==> src/hw/capture_pkg.sv <==
package capture_pkg;
   // register byte offsets
   localparam logic [7:0] OFS_TIMER_CTRL = 8'h00;
   localparam logic [7:0] OFS_TIMER_LOW = 8'h04;
   localparam logic [7:0] OFS_TIMER_HIGH = 8'h08;
   localparam logic [7:0] OFS_FLAG = 8'h0c;
   localparam logic [7:0] OFS_DIR = 8'h10;
   localparam logic [7:0] OFS_LATCH = 8'h14;
   localparam logic [7:0] OFS_UNIT_BASE = 8'h20;
   localparam logic [7:0] OFS_UNIT_STRIDE = 8'h10;
   localparam logic [7:0] OFS_UNIT_CTRL = 8'h00;
   localparam logic [7:0] OFS_UNIT_LOW = 8'h04;
   localparam logic [7:0] OFS_UNIT_HIGH = 8'h08;
   // timer control bit positions
   localparam int unsigned TCTRL_EN_BIT = 0;
   localparam int unsigned TCTRL_EXT_BIT = 1;
   // capture mode field codes
   localparam logic [3:0] MODE_OFF = 4'h0;
   localparam logic [3:0] MODE_FALL = 4'h4;
   localparam logic [3:0] MODE_RISE = 4'h5;
   localparam logic [3:0] MODE_RISE4 = 4'h6;
   localparam logic [3:0] MODE_RISE16 = 4'h7;
   // prescaler terminal counts, instruction clock divide
   localparam logic [3:0] PRESC_LAST4 = 4'h3;
   localparam logic [3:0] PRESC_LAST16 = 4'hf;
   localparam logic [1:0] INSTR_DIV_LAST = 2'h3;
   localparam logic [15:0] TIMER_RESET = 16'h0000;
   localparam logic [1:0] TCTRL_RESET = 2'h0;
   localparam logic [31:0] UNMAPPED_READ = 32'h0000_0000;
   typedef struct packed {
      logic rd;
      logic wr;
      logic [7:0] addr;
      logic [7:0] wdata;
   } bus_req_t;
   typedef struct packed {
      logic [3:0] presc;
      logic [15:0] result;
   } unit_t;
endpackage

==> src/hw/timer_capture_unit.sv <==
// How it works
// - a qualifying pin event copies the 16-bit timer into the result pair.
// - mode field picks falling, rising, every 4th or every 16th rising edge.
// - every capture sets the capture event flag.
// - hardware never clears the flag; software writes one to clear it.
// - a new capture overwrites an unread result.
// - pin level is sensed even when the pin is driven as an output.
// - mode changes may raise a false flag; software clears it afterwards.
// - prescaler clears while the unit is off or not capturing.
// - any reset clears the prescaler.
// - switching prescale settings directly keeps the prescaler count.
// - on instruction clock the timer holds during sleep and resumes.
// - on external clock, capture keeps working during sleep.
// - two independent capture units, each with its own registers and pin.
//
// Local design decisions: the Avalon-MM register port and the placing of the registers.
`timescale 1ns/1ps
`default_nettype none
module timer_capture_unit
   import capture_pkg::*;
#(
   parameter int UNITS = 2
) (
   input wire logic i_clock,
   input wire logic i_rst_n,
   input wire logic i_clk_en,
   input wire logic [7:0] i_address,
   input wire logic i_read,
   input wire logic i_write,
   input wire logic [31:0] i_writedata,
   input wire logic [3:0] i_byteenable,
   output logic [31:0] o_readdata,
   output logic o_waitrequest,
   input wire logic [UNITS-1:0] i_capture_pin,
   output logic [UNITS-1:0] o_capture_pin,
   output logic [UNITS-1:0] o_capture_pin_oe,
   input wire logic i_ext_clock,
   input wire logic i_sleep,
   output logic [UNITS-1:0] o_capture_event_flag
);

   // unit blocks must fit the 8-bit address map
   if (UNITS < 1 || UNITS > 4) begin : g_bad_units
      $error("UNITS must lie between 1 and 4");
   end

   // address of one per-unit register
   function automatic logic unit_hit(input logic [7:0] a,
                                     input int u,
                                     input logic [7:0] ofs);
      logic [7:0] base;
      base = 8'(OFS_UNIT_BASE + 8'(u) * OFS_UNIT_STRIDE);
      return a == 8'(base + ofs);
   endfunction

   // mode codes that count as capture operation
   function automatic logic is_cap(input logic [3:0] m);
      return m == MODE_FALL || m == MODE_RISE ||
             m == MODE_RISE4 || m == MODE_RISE16;
   endfunction

   bus_req_t req;
   logic wr_ok;
   logic [31:0] next_readdata;
   logic [15:0] tcount;
   logic [1:0] tctrl;
   logic [1:0] div;
   logic ext_q;
   logic ext_rise;
   logic timer_tick;
   logic [3:0] mode [UNITS];
   unit_t unit [UNITS];
   logic [UNITS-1:0] pin_meta;
   logic [UNITS-1:0] pin_sync;
   logic [UNITS-1:0] sense_q;
   logic [UNITS-1:0] sense;
   logic [UNITS-1:0] rise;
   logic [UNITS-1:0] fall;
   logic [UNITS-1:0] fire;

   // bus request bundle; write lands only on the accept edge
   always_comb begin
      req.rd = i_read;
      req.wr = i_write;
      req.addr = i_address;
      req.wdata = i_writedata[7:0];
   end
   assign wr_ok = req.wr && !o_waitrequest && i_byteenable[0];

   // one wait cycle per access, answer in the next
   always_ff @(posedge i_clock) begin
      if (!i_rst_n) begin
         o_waitrequest <= 1'b1;
         o_readdata <= UNMAPPED_READ;
      end else if (i_clk_en) begin
         o_waitrequest <= !((req.rd || req.wr) && o_waitrequest);
         if (req.rd && o_waitrequest) begin
            o_readdata <= next_readdata;
         end
      end
   end

   // read mux; unmapped addresses read zero
   always_comb begin
      next_readdata = UNMAPPED_READ;
      unique case (req.addr)
         OFS_TIMER_CTRL: next_readdata[1:0] = tctrl;
         OFS_TIMER_LOW: next_readdata[7:0] = tcount[7:0];
         OFS_TIMER_HIGH: next_readdata[7:0] = tcount[15:8];
         OFS_FLAG: next_readdata[UNITS-1:0] = o_capture_event_flag;
         OFS_DIR: next_readdata[UNITS-1:0] = ~o_capture_pin_oe;
         OFS_LATCH: next_readdata[UNITS-1:0] = o_capture_pin;
         default: begin
            for (int u = 0; u < UNITS; u++) begin
               if (unit_hit(req.addr, u, OFS_UNIT_CTRL)) begin
                  next_readdata[3:0] = mode[u];
               end
               if (unit_hit(req.addr, u, OFS_UNIT_LOW)) begin
                  next_readdata[7:0] = unit[u].result[7:0];
               end
               if (unit_hit(req.addr, u, OFS_UNIT_HIGH)) begin
                  next_readdata[7:0] = unit[u].result[15:8];
               end
            end
         end
      endcase
   end

   // software control: timer setup, pin direction and latch, modes
   always_ff @(posedge i_clock) begin
      if (!i_rst_n) begin
         tctrl <= TCTRL_RESET;
         o_capture_pin_oe <= '0;
         o_capture_pin <= '0;
         for (int u = 0; u < UNITS; u++) begin
            mode[u] <= MODE_OFF;
         end
      end else if (i_clk_en && wr_ok) begin
         if (req.addr == OFS_TIMER_CTRL) begin
            tctrl <= req.wdata[1:0];
         end
         if (req.addr == OFS_DIR) begin
            o_capture_pin_oe <= ~req.wdata[UNITS-1:0];
         end
         if (req.addr == OFS_LATCH) begin
            o_capture_pin <= req.wdata[UNITS-1:0];
         end
         for (int u = 0; u < UNITS; u++) begin
            if (unit_hit(req.addr, u, OFS_UNIT_CTRL)) begin
               mode[u] <= req.wdata[3:0];
            end
         end
      end
   end

   // timer tick: external edges, or instruction clock gated by sleep
   assign ext_rise = i_ext_clock && !ext_q;
   assign timer_tick = tctrl[TCTRL_EN_BIT] &&
      (tctrl[TCTRL_EXT_BIT] ? ext_rise :
       (div == INSTR_DIV_LAST && !i_sleep));

   // sixteen-bit timer; only synchronized counting exists here
   always_ff @(posedge i_clock) begin
      if (!i_rst_n) begin
         tcount <= TIMER_RESET;
         div <= '0;
         ext_q <= 1'b0;
      end else if (i_clk_en) begin
         ext_q <= i_ext_clock;
         div <= 2'(div + 2'h1);
         if (wr_ok && req.addr == OFS_TIMER_LOW) begin
            tcount[7:0] <= req.wdata;
         end else if (wr_ok && req.addr == OFS_TIMER_HIGH) begin
            tcount[15:8] <= req.wdata;
         end else if (timer_tick) begin
            tcount <= 16'(tcount + 16'h0001);
         end
      end
   end

   // pin synchroniser; the first stage feeds the second only
   always_ff @(posedge i_clock) begin
      if (!i_rst_n) begin
         pin_meta <= '0;
         pin_sync <= '0;
         sense_q <= '0;
      end else if (i_clk_en) begin
         pin_meta <= i_capture_pin;
         pin_sync <= pin_meta;
         sense_q <= sense;
      end
   end

   // a driven pin is sensed at its own latch, so port writes trigger
   assign sense = (o_capture_pin_oe & o_capture_pin) |
                  (~o_capture_pin_oe & pin_sync);
   assign rise = sense & ~sense_q;
   assign fall = ~sense & sense_q;

   // event qualification per unit
   always_comb begin
      fire = '0;
      for (int u = 0; u < UNITS; u++) begin
         unique case (mode[u])
            MODE_FALL: fire[u] = fall[u];
            MODE_RISE: fire[u] = rise[u];
            MODE_RISE4: fire[u] = rise[u] &&
               unit[u].presc == PRESC_LAST4;
            MODE_RISE16: fire[u] = rise[u] &&
               unit[u].presc == PRESC_LAST16;
            default: fire[u] = 1'b0;
         endcase
      end
   end

   // prescaler and result; switching 4 and 16 keeps the count
   always_ff @(posedge i_clock) begin
      if (!i_rst_n) begin
         for (int u = 0; u < UNITS; u++) begin
            unit[u] <= '0;
         end
      end else if (i_clk_en) begin
         for (int u = 0; u < UNITS; u++) begin
            if (!is_cap(mode[u])) begin
               unit[u].presc <= '0;
            end else if (rise[u] && (mode[u] == MODE_RISE4 ||
                                     mode[u] == MODE_RISE16)) begin
               unit[u].presc <= fire[u] ? 4'h0 :
                  4'(unit[u].presc + 4'h1);
            end
            if (fire[u]) begin
               unit[u].result <= tcount;
            end
         end
      end
   end

   // sticky flags; a capture in the clearing cycle wins
   always_ff @(posedge i_clock) begin
      if (!i_rst_n) begin
         o_capture_event_flag <= '0;
      end else if (i_clk_en) begin
         if (wr_ok && req.addr == OFS_FLAG) begin
            o_capture_event_flag <= (o_capture_event_flag &
               ~req.wdata[UNITS-1:0]) | fire;
         end else begin
            o_capture_event_flag <= o_capture_event_flag | fire;
         end
      end
   end
endmodule // timer_capture_unit
`default_nettype wire

==> config.mk <==
export PLATFORM = sky130hd
export DESIGN_NAME = timer_capture_unit
export DESIGN_NICKNAME = d
export VERILOG_FILES = /design/src/hw/capture_pkg.sv /design/src/hw/timer_capture_unit.sv
export SDC_FILE = /design/constraint.sdc
export NUM_CORES = 1
export LEC_CHECK = 0
export BUFFER_PORTS_ARGS = -buffer_cell sky130_fd_sc_hd__buf_2
export CAP_MARGIN = 5
export CORE_ASPECT_RATIO = 0.75
export CORE_MARGIN = 5
export CORE_UTILIZATION = 59
export DETAILED_ROUTE_END_ITERATION = 8
export PLACE_DENSITY_LB_ADDON = 0.25
export SYNTH_ARGS = -nofsm -noshare
export SYNTH_HDL_FRONTEND = slang
export SYNTH_SLANG_ARGS = --single-unit
export TNS_END_PERCENT = 50
==> constraint.sdc <==
create_clock -name i_clock -period 4.3 [get_ports i_clock]
set_input_delay 0.43 -clock i_clock [delete_from_list [all_inputs] [get_ports i_clock]]
set_output_delay 0.43 -clock i_clock [all_outputs]
set_load 0.005 [all_outputs]
### Word level (Yosys, flattened, before mapping)

Memory sizes are Yosys's and may differ from the RTL's.
Cells that the tools add are included.
Widths: inputs -> output; s select.

| storage, ports and cells | value |
|---|---|
| bits in latches | 0 |
| memories kept | 2 |
| bits in writable memories | 48 |
| memory bits (read-only) | 0 |
| bits of input ports | 53 |
| logic and storage cells | 166 |
| output and inout bits | 39 |
| flip-flop bits (word level) | 42 |

Memories:

| memory | depth | bits a word | read ports | clocked after memory_dff | write ports | RTL line | text |
|---|---|---|---|---|---|---|---|
| unit | 2 | 20 | 2 | 0 | 2 | timer_capture_unit.sv:72 | `unit_t unit [UNITS];` |
| mode | 2 | 4 | 2 | 0 | 2 | timer_capture_unit.sv:71 | `logic [3:0] mode [UNITS];` |

| cells by class | value |
|---|---|
| shifts and indexed selects | 0 |
| multipliers | 0 |
| reductions and logical operators | 40 |
| mux-type cells | 61 |
| bitwise gates (word level) | 21 |
| $add $sub $neg | 4 |
| div/mod/pow operators | 0 |
| $lt $le $gt $ge | 0 |
| eq/ne operators | 25 |

Operator list:

| kind | number |
|---|---|
| $mux 8 | 7 |
| $eq 8x6->1 const B | 6 |
| $mux 16 | 3 |
| $mux 4 | 10 |
| $mux 1 | 36 |
| $eq 4x3->1 const B | 8 |
| $pmux 6 s3 | 1 |
| $logic_and 1x1->1 | 17 |
| $add 16x1->16 const B | 1 |
| $eq 8x4->1 const B | 2 |
| $eq 8x5->1 const B | 2 |
| $pmux 2 s6 | 1 |
| $and 2x2->2 | 5 |
| $logic_or 1x1->1 | 9 |
| $add 4x1->4 const B | 2 |
| $eq 4x2->1 const B | 2 |
| $eq 4x4->1 const B | 2 |
| $eq 8x3->1 const B | 1 |
| $logic_not 8->1 | 1 |
| $not 2->2 | 4 |
| $or 1x1->1 | 8 |
| $pmux 1 s4 | 2 |
| $reduce_and 2->1 | 4 |
| $or 2x2->2 | 3 |
| other kinds (9) | 14 |

### Depth between registers and ports, before layout

Gate-level depths: netlist of the first run.

| depth | value |
|---|---|
| depth in word-level cells | 11 |
| mapped depth | 7 |
| depth with buffers taken out | 6 |

### Least setup slack after synthesis of the first run

OpenSTA, ideal clock, no wires.

| timing path | value |
|---|---|
| kind | register to register |
| start | mem unit[1][18] in the netlist's numbering |
| end | mem unit[1][0] in the netlist's numbering, enable pin |
| period minus slack after synthesis | 2765 ps |
| library setup time | 414 ps |
| cell stages (with the launch flop) | 5 |
| arrival | 2351 ps |
| path buffers | 0 |
| data required time | 3886 ps |
| slack | 1535 ps |
| cell sequence | edfxtp_1 -> or2_2 -> mux2i_1 -> a32oi_2 -> o31ai_1 |

RTL lines:

| element | RTL line |
|---|---|
| start, declared | timer_capture_unit.sv:72 |

==> results.py, run 1 <==
metrics = {
    "run_status": {
        "run_status": "finished, final reports clean",
    },
    "setup_path": {
        "worst_setup_path_start_kind": "register",
        "timing.critical_path.arrival_ns": 2.74,
        "reg2reg_to": "unit[0][12]",
        "critical_path.endpoint": "unit[0][12]",
        "worst_ep_required_time_ns": 4.26,
        "critPathLaunch": "mode[0][3]",
        "ff_to_ff_setup_slack_ns": 1.52,
        "path_max_fanout": 16,
        "timing.critical_path.to_type": "register",
        "critical_path_buf_inv_count": 0,
        "path_delay_family": "simple AND/OR/NAND/NOR gates",
        "rr_startpoint": "mode[0][3]",
        "worstSetupPathDepth": 5,
        "crit_chain": "nand2b_1 > or4b_1 > a2111oi_0 > o21ba_2 > nand2_1",
        "cpPeakStageDelay_ns": 0.58,
        "r2r.worst_path.cells": 5,
        "crit_path_category": "reg2reg",
        "slowest_stage": "sky130_fd_sc_hd__nand2_1",
    },
    "global_routing": {
        "vias_in_the_first_global_route": 3972,
        "global_route_wire_length_before_repair_mm": 20.7,
        "globalRoute.totalOverflow": 0,
        "total_routing_resource_utilization_after_global_routing": 0.261,
        "grt_start_max_net_pins": 35,
        "antenna_found_initial": 0,
    },
    "sta": {
        "totalNegativeSetupSlack_ns": 0,
        "fin_crit_sh": 0.648,
        "setup_clock_skew_after_layout_ns": 0.0110,
        "worst_pin_slew_ns": 0.834,
        "final_max_slew_viol_count": 0,
        "finalHoldViolations": 0,
        "max_freq_mhz": 359,
        "setup_viol_count_final": 0,
        "rsz0062_at_grt": "false",
        "worst_slew_margin_rel": 0.441,
        "min_period_ns": 2.78,
    },
    "final_layout": {
        "instances_no_fill": 654,
        "area_growth_syn_to_layout_pct": 9.02,
        "antenna-diode-count": 0,
        "nNetsFinal": 598,
        "drive_gt1_frac": 0.158,
        "final_core_utilization": 0.649,
    },
    "clock_network": {
        "post_cts.repair.setup_buffers": 0,
        "clkSlewWorstSetupHoldPaths_ns": 0.06,
        "ctsHtreeMaxLevel": 3,
        "tritoncts": "done",
        "cts-resized-gates": 0,
        "clock_insertion_delay_worst_skew_ns": 0.34,
        "numClockSinks": 90,
        "ctsHoldBuffers": 0,
        "number_of_clock_buffers_inserted_by_tritoncts": 9,
        "clk_root_buffer_cell": "sky130_fd_sc_hd__clkbuf_16",
        "clk_path_buf_depth": 2,
    },
    "floorplanning": {
        "initial_core_utilization": 0.595,
        "area_enclosed_by_the_die_boundary_um2": 10400,
        "io_pins": 92,
        "core_outline_area_um2": 8350,
        "std_cell_rows": 29,
        "die_h_um": 89.5,
        "fp.dieW_um": 116,
    },
    "synth": {
        "ys_types": 75,
        "mappedNetlistArea_um2": 4970,
        "synth_seq_area_share": 0.460,
        "synth_edf_count": 48,
        "cell_taking_the_most_area_after_synthesis": "sky130_fd_sc_hd__edfxtp_1",
        "synth.top_cell.area_share": 0.290,
        "synthFlopType": "sky130_fd_sc_hd__edfxtp_1",
        "synth.area.top_cells": "sky130_fd_sc_hd__edfxtp_1 29%, sky130_fd_sc_hd__dfxtp_1 17%, sky130_fd_sc_hd__buf_4 4.2%, sky130_fd_sc_hd__a21oi_1 3.6%, sky130_fd_sc_hd__and2_1 3.5%",
        "yosysMostFrequentCell": "sky130_fd_sc_hd__edfxtp_1",
        "synthesis.area_per_instance_um2": 9.61,
        "ys_ff_latch": 90,
        "netlist_instances": 517,
        "post_synth_most_frequent_cells": "48 x sky130_fd_sc_hd__edfxtp_1, 45 x sky130_fd_sc_hd__nand2_1, 42 x sky130_fd_sc_hd__dfxtp_1",
        "ys_async_sr_fraction": 0,
        "synth_warnings": 0,
    },
    "placement": {
        "dp_hpwl_mm": 9.09,
        "port-buffer-count": 40,
        "dpl.cell_count": 638,
        "gp_congestion": 0.904,
    },
    "job": {
        "max_cap_violations": 0,
    },
    "route": {
        "detail_route.drc_violations": 0,
        "ant_nets": 0,
        "detailroute.via_count": 4178,
        "wirelength_mm": 12.9,
        "route.detailed.wl_per_inst_um": 19.8,
        "viasPerCell": 6.39,
        "drtPass1Iterations": 5,
        "first_iter_violations": 508,
    },
    "min_path": {
        "holdCritPathClass": "in2reg",
    },
    "power_and_ir_drop": {
        "vdd_drop_max_v": 0.000244,
        "static-leakage-power_nw": 2.02,
        "power_density_of_the_placed_cells_nw_per_um2": 347,
    },
}
[cells by family (layout without fill, tap and decap cells)]
family,after synthesis,in the layout,share of synthesized area
AO/OA/AOI/OAI,130,130,0.184
XOR/XNOR,5,5,0.00882
adder cells (fa/ha/maj),4,4,0.0101
buffers and inverters,67,73,0.0746
flip-flops,90,90,0.460
multiplexers,18,18,0.0391
other,1,24,0.000755
AND/OR/NAND/NOR,202,202,0.223
[worst register-to-register path: stages, from the launching register on]
cell	delay, ns
sky130_fd_sc_hd__edfxtp_1	0.44
sky130_fd_sc_hd__nand2b_1	0.26
sky130_fd_sc_hd__or4b_1	0.52
sky130_fd_sc_hd__a2111oi_0	0.38
sky130_fd_sc_hd__o21ba_2	0.23
sky130_fd_sc_hd__nand2_1	0.58
[cells in the final DEF (no fill, tap or decap), types with 3 or more instances in the layout]
cell type | Yosys | routed
sky130_fd_sc_hd__edfxtp_1 | 48 | 48
sky130_fd_sc_hd__nand2_1 | 45 | 45
sky130_fd_sc_hd__dfxtp_1 | 42 | 42
sky130_fd_sc_hd__nor2_1 | 40 | 40
sky130_fd_sc_hd__buf_2 | 11 | 40
sky130_fd_sc_hd__a21oi_1 | 36 | 36
sky130_fd_sc_hd__and2_1 | 28 | 28
sky130_fd_sc_hd__conb_1 | 1 | 24
sky130_fd_sc_hd__o21ai_0 | 19 | 19
sky130_fd_sc_hd__mux2i_1 | 16 | 16
sky130_fd_sc_hd__nand3_1 | 14 | 14
sky130_fd_sc_hd__nor3_1 | 12 | 12
sky130_fd_sc_hd__clkbuf_16 | 0 | 11
sky130_fd_sc_hd__inv_1 | 10 | 10
sky130_fd_sc_hd__a221oi_1 | 9 | 9
sky130_fd_sc_hd__nand2b_1 | 7 | 7
sky130_fd_sc_hd__nor4_1 | 7 | 7
sky130_fd_sc_hd__and3_1 | 7 | 7
sky130_fd_sc_hd__o21ai_1 | 7 | 7
sky130_fd_sc_hd__buf_4 | 28 | 6
sky130_fd_sc_hd__nor2b_1 | 5 | 5
sky130_fd_sc_hd__o211ai_1 | 5 | 5
sky130_fd_sc_hd__nand4_1 | 5 | 5
sky130_fd_sc_hd__o221a_2 | 5 | 5
sky130_fd_sc_hd__a22oi_1 | 5 | 5
sky130_fd_sc_hd__o32ai_1 | 5 | 5
sky130_fd_sc_hd__nand4b_1 | 4 | 4
sky130_fd_sc_hd__a2111oi_0 | 4 | 4
sky130_fd_sc_hd__o31a_1 | 4 | 4
sky130_fd_sc_hd__ha_1 | 4 | 4
sky130_fd_sc_hd__nand3b_1 | 3 | 3
sky130_fd_sc_hd__or4_1 | 3 | 3
sky130_fd_sc_hd__xnor2_1 | 3 | 3
sky130_fd_sc_hd__a21o_1 | 3 | 3
sky130_fd_sc_hd__o2bb2ai_1 | 3 | 3
sky130_fd_sc_hd__a211o_1 | 3 | 3
[stage by stage]
step / worst slack, ns / power (W) / instance area, µm² / hold slack, ns
after floorplan: 1.53 / 0.00107 / 5050 / 0.451
after global placement: 1.57 / 0.00110 / 5110 / 0.468
after detailed placement: 1.47 / 0.00111 / 5110 / 0.483
after CTS: 1.55 / 0.00188 / 5410 / 0.342
after global routing: 1.37 / 0.00194 / 5410 / 0.343
final: 1.52 / 0.00188 / 5410 / 0.343
[area by class of cell]
class | instances | area, µm²
tap | 108 | 135
multi-input combinational | 383 | 2400
timing repair buffer | 46 | 245
inverter | 11 | 41.3
clock buffer | 13 | 287
clock inverter | 3 | 18.8
fill | 684 | 2930
sequential | 90 | 2280
[state kept, by name (all words and copies together) (netlist names)]
| register | cells |
|---|---|
| o_capture_pin_oe | 2 |
| sense_q | 2 |
| tctrl | 2 |
| pin_meta | 2 |
| tcount | 16 |
| o_waitrequest | 1 |
| o_readdata | 8 |
| ext_q | 1 |
| o_capture_event_flag | 2 |
| unit | 40 |
| div | 2 |
| pin_sync | 2 |
| mode | 8 |
| o_capture_pin | 2 |
[routing by layer]
layer	vias up	GRT usage	wire [µm]
li1	1924	-	-
met1	2002	0.376	5420
met2	236	0.393	5820
met3	16	0.0595	1540
met4	0	0.0854	165
met5	-	0	0
[how the worst min path moves through the flow]
| stage | startpoint | to | slack [ns] | cells after the start |
|---|---|---|---|---|
| after floorplan | ext_q | ext_q | 0.45 | 2 |
| after global placement | ext_q | ext_q | 0.47 | 2 |
| after detailed placement | ext_q | ext_q | 0.48 | 2 |
| after CTS | i_capture_pin[1] | pin_meta[1] | 0.34 | 3 |
| after global routing | i_capture_pin[1] | pin_meta[1] | 0.34 | 3 |
| final | i_capture_pin[1] | pin_meta[1] | 0.34 | 3 |
[power breakdown]
part	total [W]	internal, W	leakage, nW	switching [W]
clock	0.000786	0.000468	0.150	0.000318
combinational	0.000144	0.0000481	1.03	0.0000956
sequential	0.000947	0.000931	0.843	0.0000164
No activity file was read; power rests on OpenSTA's default activity.
==> run 2: changes to the inputs <==
--- a/config.mk
+++ b/config.mk
@@ -9,7 +9,7 @@
 export CAP_MARGIN = 5
 export CORE_ASPECT_RATIO = 0.75
 export CORE_MARGIN = 5
-export CORE_UTILIZATION = 59
+export CORE_UTILIZATION = 51
 export DETAILED_ROUTE_END_ITERATION = 8
 export PLACE_DENSITY_LB_ADDON = 0.25
 export SYNTH_ARGS = -nofsm -noshare
==> constraint.sdc (replaced) <==
create_clock -name i_clock -period 2.4 [get_ports i_clock]
set_input_delay 0.24 -clock i_clock [delete_from_list [all_inputs] [get_ports i_clock]]
set_output_delay 0.24 -clock i_clock [all_outputs]
set_load 0.005 [all_outputs]
==> run 2 against run 1 <==
  * Maximum frequency up 23%
  * Die area up 14%
  * Register-to-register slack worse by 1.4 ns
  * Critical path depth rose by 1
  * Worst setup slack lost 1.4 ns
  * Global-route usage decreased by 3.1 points
  * Clock power rose by 63%
  * Via count grew 0.98%
  * Sequential power rose by 80%
  * Largest cell class unchanged
==> results.py, run 2 (synthesis results as in run 1) <==
metrics = {
    "setup_path": {
        "worst_ep_required_time_ns": 2.45,
        "crit_path_category": "reg2reg",
        "slowest_stage": "sky130_fd_sc_hd__or4b_1",
        "worst_setup_path_start_kind": "register",
        "path_max_fanout": 16,
        "timing.critical_path.arrival_ns": 2.32,
        "timing.critical_path.to_type": "register",
        "cpPeakStageDelay_ns": 0.54,
        "crit_chain": "nand2b_2 > or4b_1 > a2111oi_2 > o21ba_2 > nand2_1 > buf_12",
    },
    "global_routing": {
        "total_routing_resource_utilization_after_global_routing": 0.230,
        "global_route_wire_length_before_repair_mm": 20.8,
        "grt_start_max_net_pins": 33,
        "antenna_found_initial": 0,
        "vias_in_the_first_global_route": 4093,
        "globalRoute.totalOverflow": 0,
    },
    "final_layout": {
        "largest_reg_flops": 40,
        "most-common-layout-cells": "48 x sky130_fd_sc_hd__edfxtp_1, 45 x sky130_fd_sc_hd__nand2_1, 42 x sky130_fd_sc_hd__dfxtp_1",
        "antenna-diode-count": 0,
        "max_flop_register": "unit",
        "instances_no_fill": 705,
        "nNetsFinal": 625,
        "top_regs": "unit: 40 flops, tcount: 16 flops",
        "layout.cells.most_common": "sky130_fd_sc_hd__edfxtp_1",
        "total_of_fill_cells_in_the_finished_design": 864,
        "drive_gt1_frac": 0.197,
        "area_growth_syn_to_layout_pct": 13.3,
    },
    "placement": {
        "dp_hpwl_mm": 9.62,
        "dpl.cell_count": 689,
        "port-buffer-count": 40,
        "gp_congestion": 0.879,
    },
    "clock_network": {
        "numClockSinks": 90,
        "ctsHtreeMaxLevel": 3,
        "clk_path_buf_depth": 2,
        "post_cts.repair.setup_buffers": 0,
        "clk_root_buffer_cell": "sky130_fd_sc_hd__clkbuf_16",
        "clkSlewWorstSetupHoldPaths_ns": 0.06,
        "tritoncts": "done",
        "clock_insertion_delay_worst_skew_ns": 0.34,
        "number_of_clock_buffers_inserted_by_tritoncts": 9,
    },
    "sta": {
        "fin_crit_sh": 0.947,
        "setup_viol_count_final": 0,
        "max_freq_mhz": 440,
        "final_max_slew_viol_count": 0,
        "finalHoldViolations": 0,
        "worst_slew_margin_rel": 0.637,
        "worst_pin_slew_ns": 0.537,
        "totalNegativeSetupSlack_ns": 0,
        "setup_clock_skew_after_layout_ns": 0.00711,
        "min_period_ns": 2.27,
    },
    "power_and_ir_drop": {
        "switching_power_w": 0.000759,
        "netSwitchingFraction": 0.234,
        "power.combinational.fraction": 0.084,
        "power_density_of_the_placed_cells_nw_per_um2": 577,
        "cellInternalPower_w": 0.00249,
        "p_clk_frac": 0.394,
        "design_power_total_w": 0.00325,
        "vdd_drop_max_v": 0.000390,
        "seq_power_share": 0.522,
        "static-leakage-power_nw": 2.15,
    },
    "floorplanning": {
        "io_pins": 92,
        "initial_core_utilization": 0.518,
        "std_cell_rows": 31,
        "area_enclosed_by_the_die_boundary_um2": 11800,
        "fp.dieW_um": 124,
        "core_outline_area_um2": 9580,
        "die_h_um": 95.5,
    },
    "route": {
        "ant_nets": 0,
        "detailroute.via_count": 4219,
        "drtPass1Iterations": 5,
        "wirelength_mm": 13.1,
        "detail_route.drc_violations": 0,
        "viasPerCell": 5.98,
        "first_iter_violations": 280,
        "route.detailed.wl_per_inst_um": 18.5,
    },
    "run_status": {
        "run_status": "finished, final reports clean",
    },
    "min_path": {
        "holdCritPathClass": "in2reg",
    },
    "job": {
        "max_cap_violations": 0,
    },
}
[run 2: cell types whose count changed in the layout (fill, tap and decap cells not counted), sizes merged]
cell      change
buf          +27
clkinv        +3
clkbuf        -1
clkinvlp      -1
inv           -1
[run 2: metrics by stage]
stage          hold slack, ns  instance area, µm²  worst slack (ns)   util
6_report                0.143                5630             0.127  0.587
4_1_cts                 0.137                5620            0.0756  0.587
3_5_place_dp            0.484                5350            0.0856  0.559
2_1_floorplan           0.384                5060             0.106      -
5_1_grt                 0.133                5630           -0.0187  0.587
3_3_place_gp            0.471                5350             0.175  0.559
[run 2: timing repair]
action                                  CTS  global route
hold buffers                              0             0
endpoints found under the setup margin    0            16
resized for setup                         0             3
[run 2: layer usage]
| layer | up-vias | global-route usage | part of all wire |
|---|---|---|---|
| met1 | 2012 | 0.316 | 0.44 |
| met3 | 21 | 0.0789 | 0.11 |
| met2 | 205 | 0.341 | 0.44 |
| met5 | - | 0 | 0 |
| met4 | 0 | 0.0757 | 0.016 |
| li1 | 1981 | - | - |
[run 2: power by group through the flow]
stage	combinational [W]	sequential, W	clock (W)
6_report	0.000272	0.00170	0.00128
3_3_place_gp	0.000263	0.00173	0
5_1_grt	0.000299	0.00170	0.00137
3_5_place_dp	0.000268	0.00173	0
2_1_floorplan	0.000188	0.00172	0
4_1_cts	0.000269	0.00169	0.00131
[run 2: cell type report]
type | count | area, µm² | area share
clock inverters | 4 | 18.8 | 0.00333
repair buffers | 73 | 460 | 0.0818
inverters | 11 | 41.3 | 0.00734
flip-flops and latches | 90 | 2280 | 0.406
well taps | 132 | 165 | 0.0293
clock buffers | 12 | 246 | 0.0438
multi-input cells | 383 | 2410 | 0.429
[run 2: path summary, 6_finish.rpt]
| check | from | end | slack (ns) | depth (start not counted) |
|---|---|---|---|---|
| worst max-delay path | mode[0][3] | unit[0][2] | 0.13 | 6 |
| worst min-delay path | i_capture_pin[1] | pin_meta[1] | 0.14 | 3 |
| worst max register to register | mode[0][3] | unit[0][2] | 0.13 | 6 |
| worst min register to register | ext_q | ext_q | 0.49 | 2 |
[run 2: critical path, delay by kind of cell, from the launching register on]
kind | cells | cell delay, ns
buffers and inverters | 1 | 0.16
AND/OR/NAND/NOR | 3 | 0.91
flip-flops | 1 | 0.40
AO/OA/AOI/OAI | 2 | 0.51
==> run 3: changes to the inputs <==
--- a/config.mk
+++ b/config.mk
@@ -9,8 +9,9 @@
 export CAP_MARGIN = 5
 export CORE_ASPECT_RATIO = 0.75
 export CORE_MARGIN = 5
-export CORE_UTILIZATION = 51
+export CORE_UTILIZATION = 59
 export DETAILED_ROUTE_END_ITERATION = 8
+export MAX_ROUTING_LAYER = met4
 export PLACE_DENSITY_LB_ADDON = 0.25
 export SYNTH_ARGS = -nofsm -noshare
 export SYNTH_HDL_FRONTEND = slang
==> constraint.sdc (replaced) <==
create_clock -name i_clock -period 2.7 [get_ports i_clock]
set_input_delay 0.27 -clock i_clock [delete_from_list [all_inputs] [get_ports i_clock]]
set_output_delay 0.27 -clock i_clock [all_outputs]
set_load 0.005 [all_outputs]
==> run 3 against run 2 <==
  * Sequential power decreased by 11%
  * Total power shrank 6.6%
  * Largest cell class unchanged
  * Clock skew is 0.0017 ns higher
==> results.py, run 3 (synthesis results as in run 1) <==
metrics = {
    "global_routing": {
        "global_route_wire_length_before_repair_mm": 20.8,
        "globalRoute.totalOverflow": 0,
        "total_routing_resource_utilization_after_global_routing": 0.271,
        "grtUsageMet2": 0.420,
        "gr-max-usage-layer": "met2",
        "grt_start_max_net_pins": 27,
        "gr-usage-met3": 0.0697,
        "antenna_found_initial": 0,
        "met1_usage": 0.356,
        "vias_in_the_first_global_route": 4010,
    },
    "sta": {
        "finalHoldViolations": 0,
        "final_max_slew_viol_count": 0,
        "final.setup.worst_slack_ns": 0.255,
        "fin_crit_sh": 0.906,
        "rsz0062_at_grt": "false",
        "setup_viol_count_final": 0,
        "worst_pin_slew_ns": 0.728,
        "worst_slew_margin_rel": 0.510,
        "min_period_ns": 2.45,
        "max_freq_mhz": 409,
        "hold-worst-slack_ns": 0.175,
        "setup_clock_skew_after_layout_ns": 0.00882,
        "totalNegativeSetupSlack_ns": 0,
    },
    "setup_path": {
        "worst_ep_required_time_ns": 2.72,
        "critPathLaunch": "mode[0][3]",
        "timing.critical_path.arrival_ns": 2.47,
        "worst_setup_path_start_kind": "register",
        "crit_path_category": "reg2reg",
        "timing.critical_path.to_type": "register",
        "path_max_fanout": 16,
        "rr_startpoint": "mode[0][3]",
    },
    "route": {
        "detail_route.drc_violations": 0,
        "ant_nets": 0,
        "route.detailed.wl_per_inst_um": 19.6,
        "wirelength_mm": 13.2,
        "drtPass1Iterations": 6,
        "viasPerCell": 6.36,
        "detailroute.via_count": 4265,
        "first_iter_violations": 479,
    },
    "clock_network": {
        "clk_root_buffer_cell": "sky130_fd_sc_hd__clkbuf_16",
        "number_of_clock_buffers_inserted_by_tritoncts": 9,
        "numClockSinks": 90,
        "ctsHoldBuffers": 0,
        "post_cts.repair.setup_buffers": 0,
        "clock_insertion_delay_worst_skew_ns": 0.34,
        "clk_path_buf_depth": 2,
        "ctsHtreeMaxLevel": 3,
        "tritoncts": "done",
        "clkSlewWorstSetupHoldPaths_ns": 0.07,
        "cts-resized-gates": 0,
    },
    "placement": {
        "dpl-instance-area_um2": 5240,
        "detailedPlace.worstSlack_ns": 0.337,
        "port-buffer-count": 40,
        "gp_congestion": 0.967,
        "dp_hpwl_mm": 9.58,
    },
    "power_and_ir_drop": {
        "design_power_total_w": 0.00303,
        "switching_power_w": 0.000694,
        "vdd_drop_max_v": 0.000474,
        "power.combinational.fraction": 0.079,
        "seq_power_share": 0.498,
        "netSwitchingFraction": 0.229,
        "static-leakage-power_nw": 2.11,
        "p_clk_frac": 0.424,
        "cellInternalPower_w": 0.00234,
        "power_density_of_the_placed_cells_nw_per_um2": 547,
    },
    "final_layout": {
        "stdcell_area_um2": 5540,
        "max_flop_register": "unit",
        "area_growth_syn_to_layout_pct": 11.6,
        "nNetsFinal": 615,
        "layout.cells.most_common": "sky130_fd_sc_hd__edfxtp_1",
        "top_regs": "unit: 40 flops, tcount: 16 flops",
        "total_of_fill_cells_in_the_finished_design": 653,
        "most-common-layout-cells": "48 x sky130_fd_sc_hd__edfxtp_1, 45 x sky130_fd_sc_hd__nand2_1, 42 x sky130_fd_sc_hd__dfxtp_1",
        "antenna-diode-count": 0,
        "drive_gt1_frac": 0.181,
        "largest_reg_flops": 40,
    },
    "job": {
        "max_cap_violations": 0,
    },
    "floorplanning": {
        "core_outline_area_um2": 8350,
        "initial_core_utilization": 0.595,
        "die_h_um": 89.5,
        "area_enclosed_by_the_die_boundary_um2": 10400,
        "std_cell_rows": 29,
        "fp.dieW_um": 116,
        "io_pins": 92,
    },
    "min_path": {
        "holdCritPathClass": "in2reg",
        "worstHoldStart": "i_capture_pin[0]",
    },
    "run_status": {
        "run_status": "finished, final reports clean",
    },
}
## run 3: routing by layer
layer,share of wire,vias to the layer above
li1,-,1961
met1,0.41,2050
met2,0.46,237
met3,0.11,17
met4,0.015,0
met5,0,-
## run 3: path summary, 6_finish.rpt
path / end / slack, ns / depth (start not counted)
setup / recovery: unit[0][5] / 0.25 / 6
hold / removal: pin_meta[0] / 0.18 / 3
setup reg to reg: unit[0][5] / 0.25 / 6
hold reg to reg: pin_sync[0] / 0.49 / 2
## run 3: power groups by stage
stage | Sequential [W] | Clock [W] | Combinational, W
after floorplan | 0.00153 | 0 | 0.000167
after global placement | 0.00153 | 0 | 0.000225
after detailed placement | 0.00154 | 0 | 0.000234
after CTS | 0.00151 | 0.00129 | 0.000235
after global routing | 0.00151 | 0.00135 | 0.000261
final | 0.00151 | 0.00129 | 0.000238
## run 3: through the flow
stage	cells	utilization
2_1_floorplan	540	-
4_1_cts	671	0.664
3_5_place_dp	655	0.627
6_report	671	0.664
3_3_place_gp	655	0.627
5_1_grt	671	0.664
## run 3: area by class of cell
class / instances / area (µm²) / share of cell area
flip-flops and latches: 90 / 2280 / 0.412
clock buffers: 12 / 258 / 0.0465
well taps: 108 / 135 / 0.0244
inverters: 11 / 41.3 / 0.00745
multi-input cells: 383 / 2400 / 0.434
repair buffers: 63 / 373 / 0.0673
clock inverters: 4 / 47.5 / 0.00858
## run 3: critical path, cell delays in order, from the launching register on
cell	delay (ns)
sky130_fd_sc_hd__edfxtp_1	0.46
sky130_fd_sc_hd__nand2b_1	0.26
sky130_fd_sc_hd__or4b_1	0.52
sky130_fd_sc_hd__a2111oi_0	0.34
sky130_fd_sc_hd__o21ba_2	0.22
sky130_fd_sc_hd__nand2_1	0.06
sky130_fd_sc_hd__buf_4	0.25
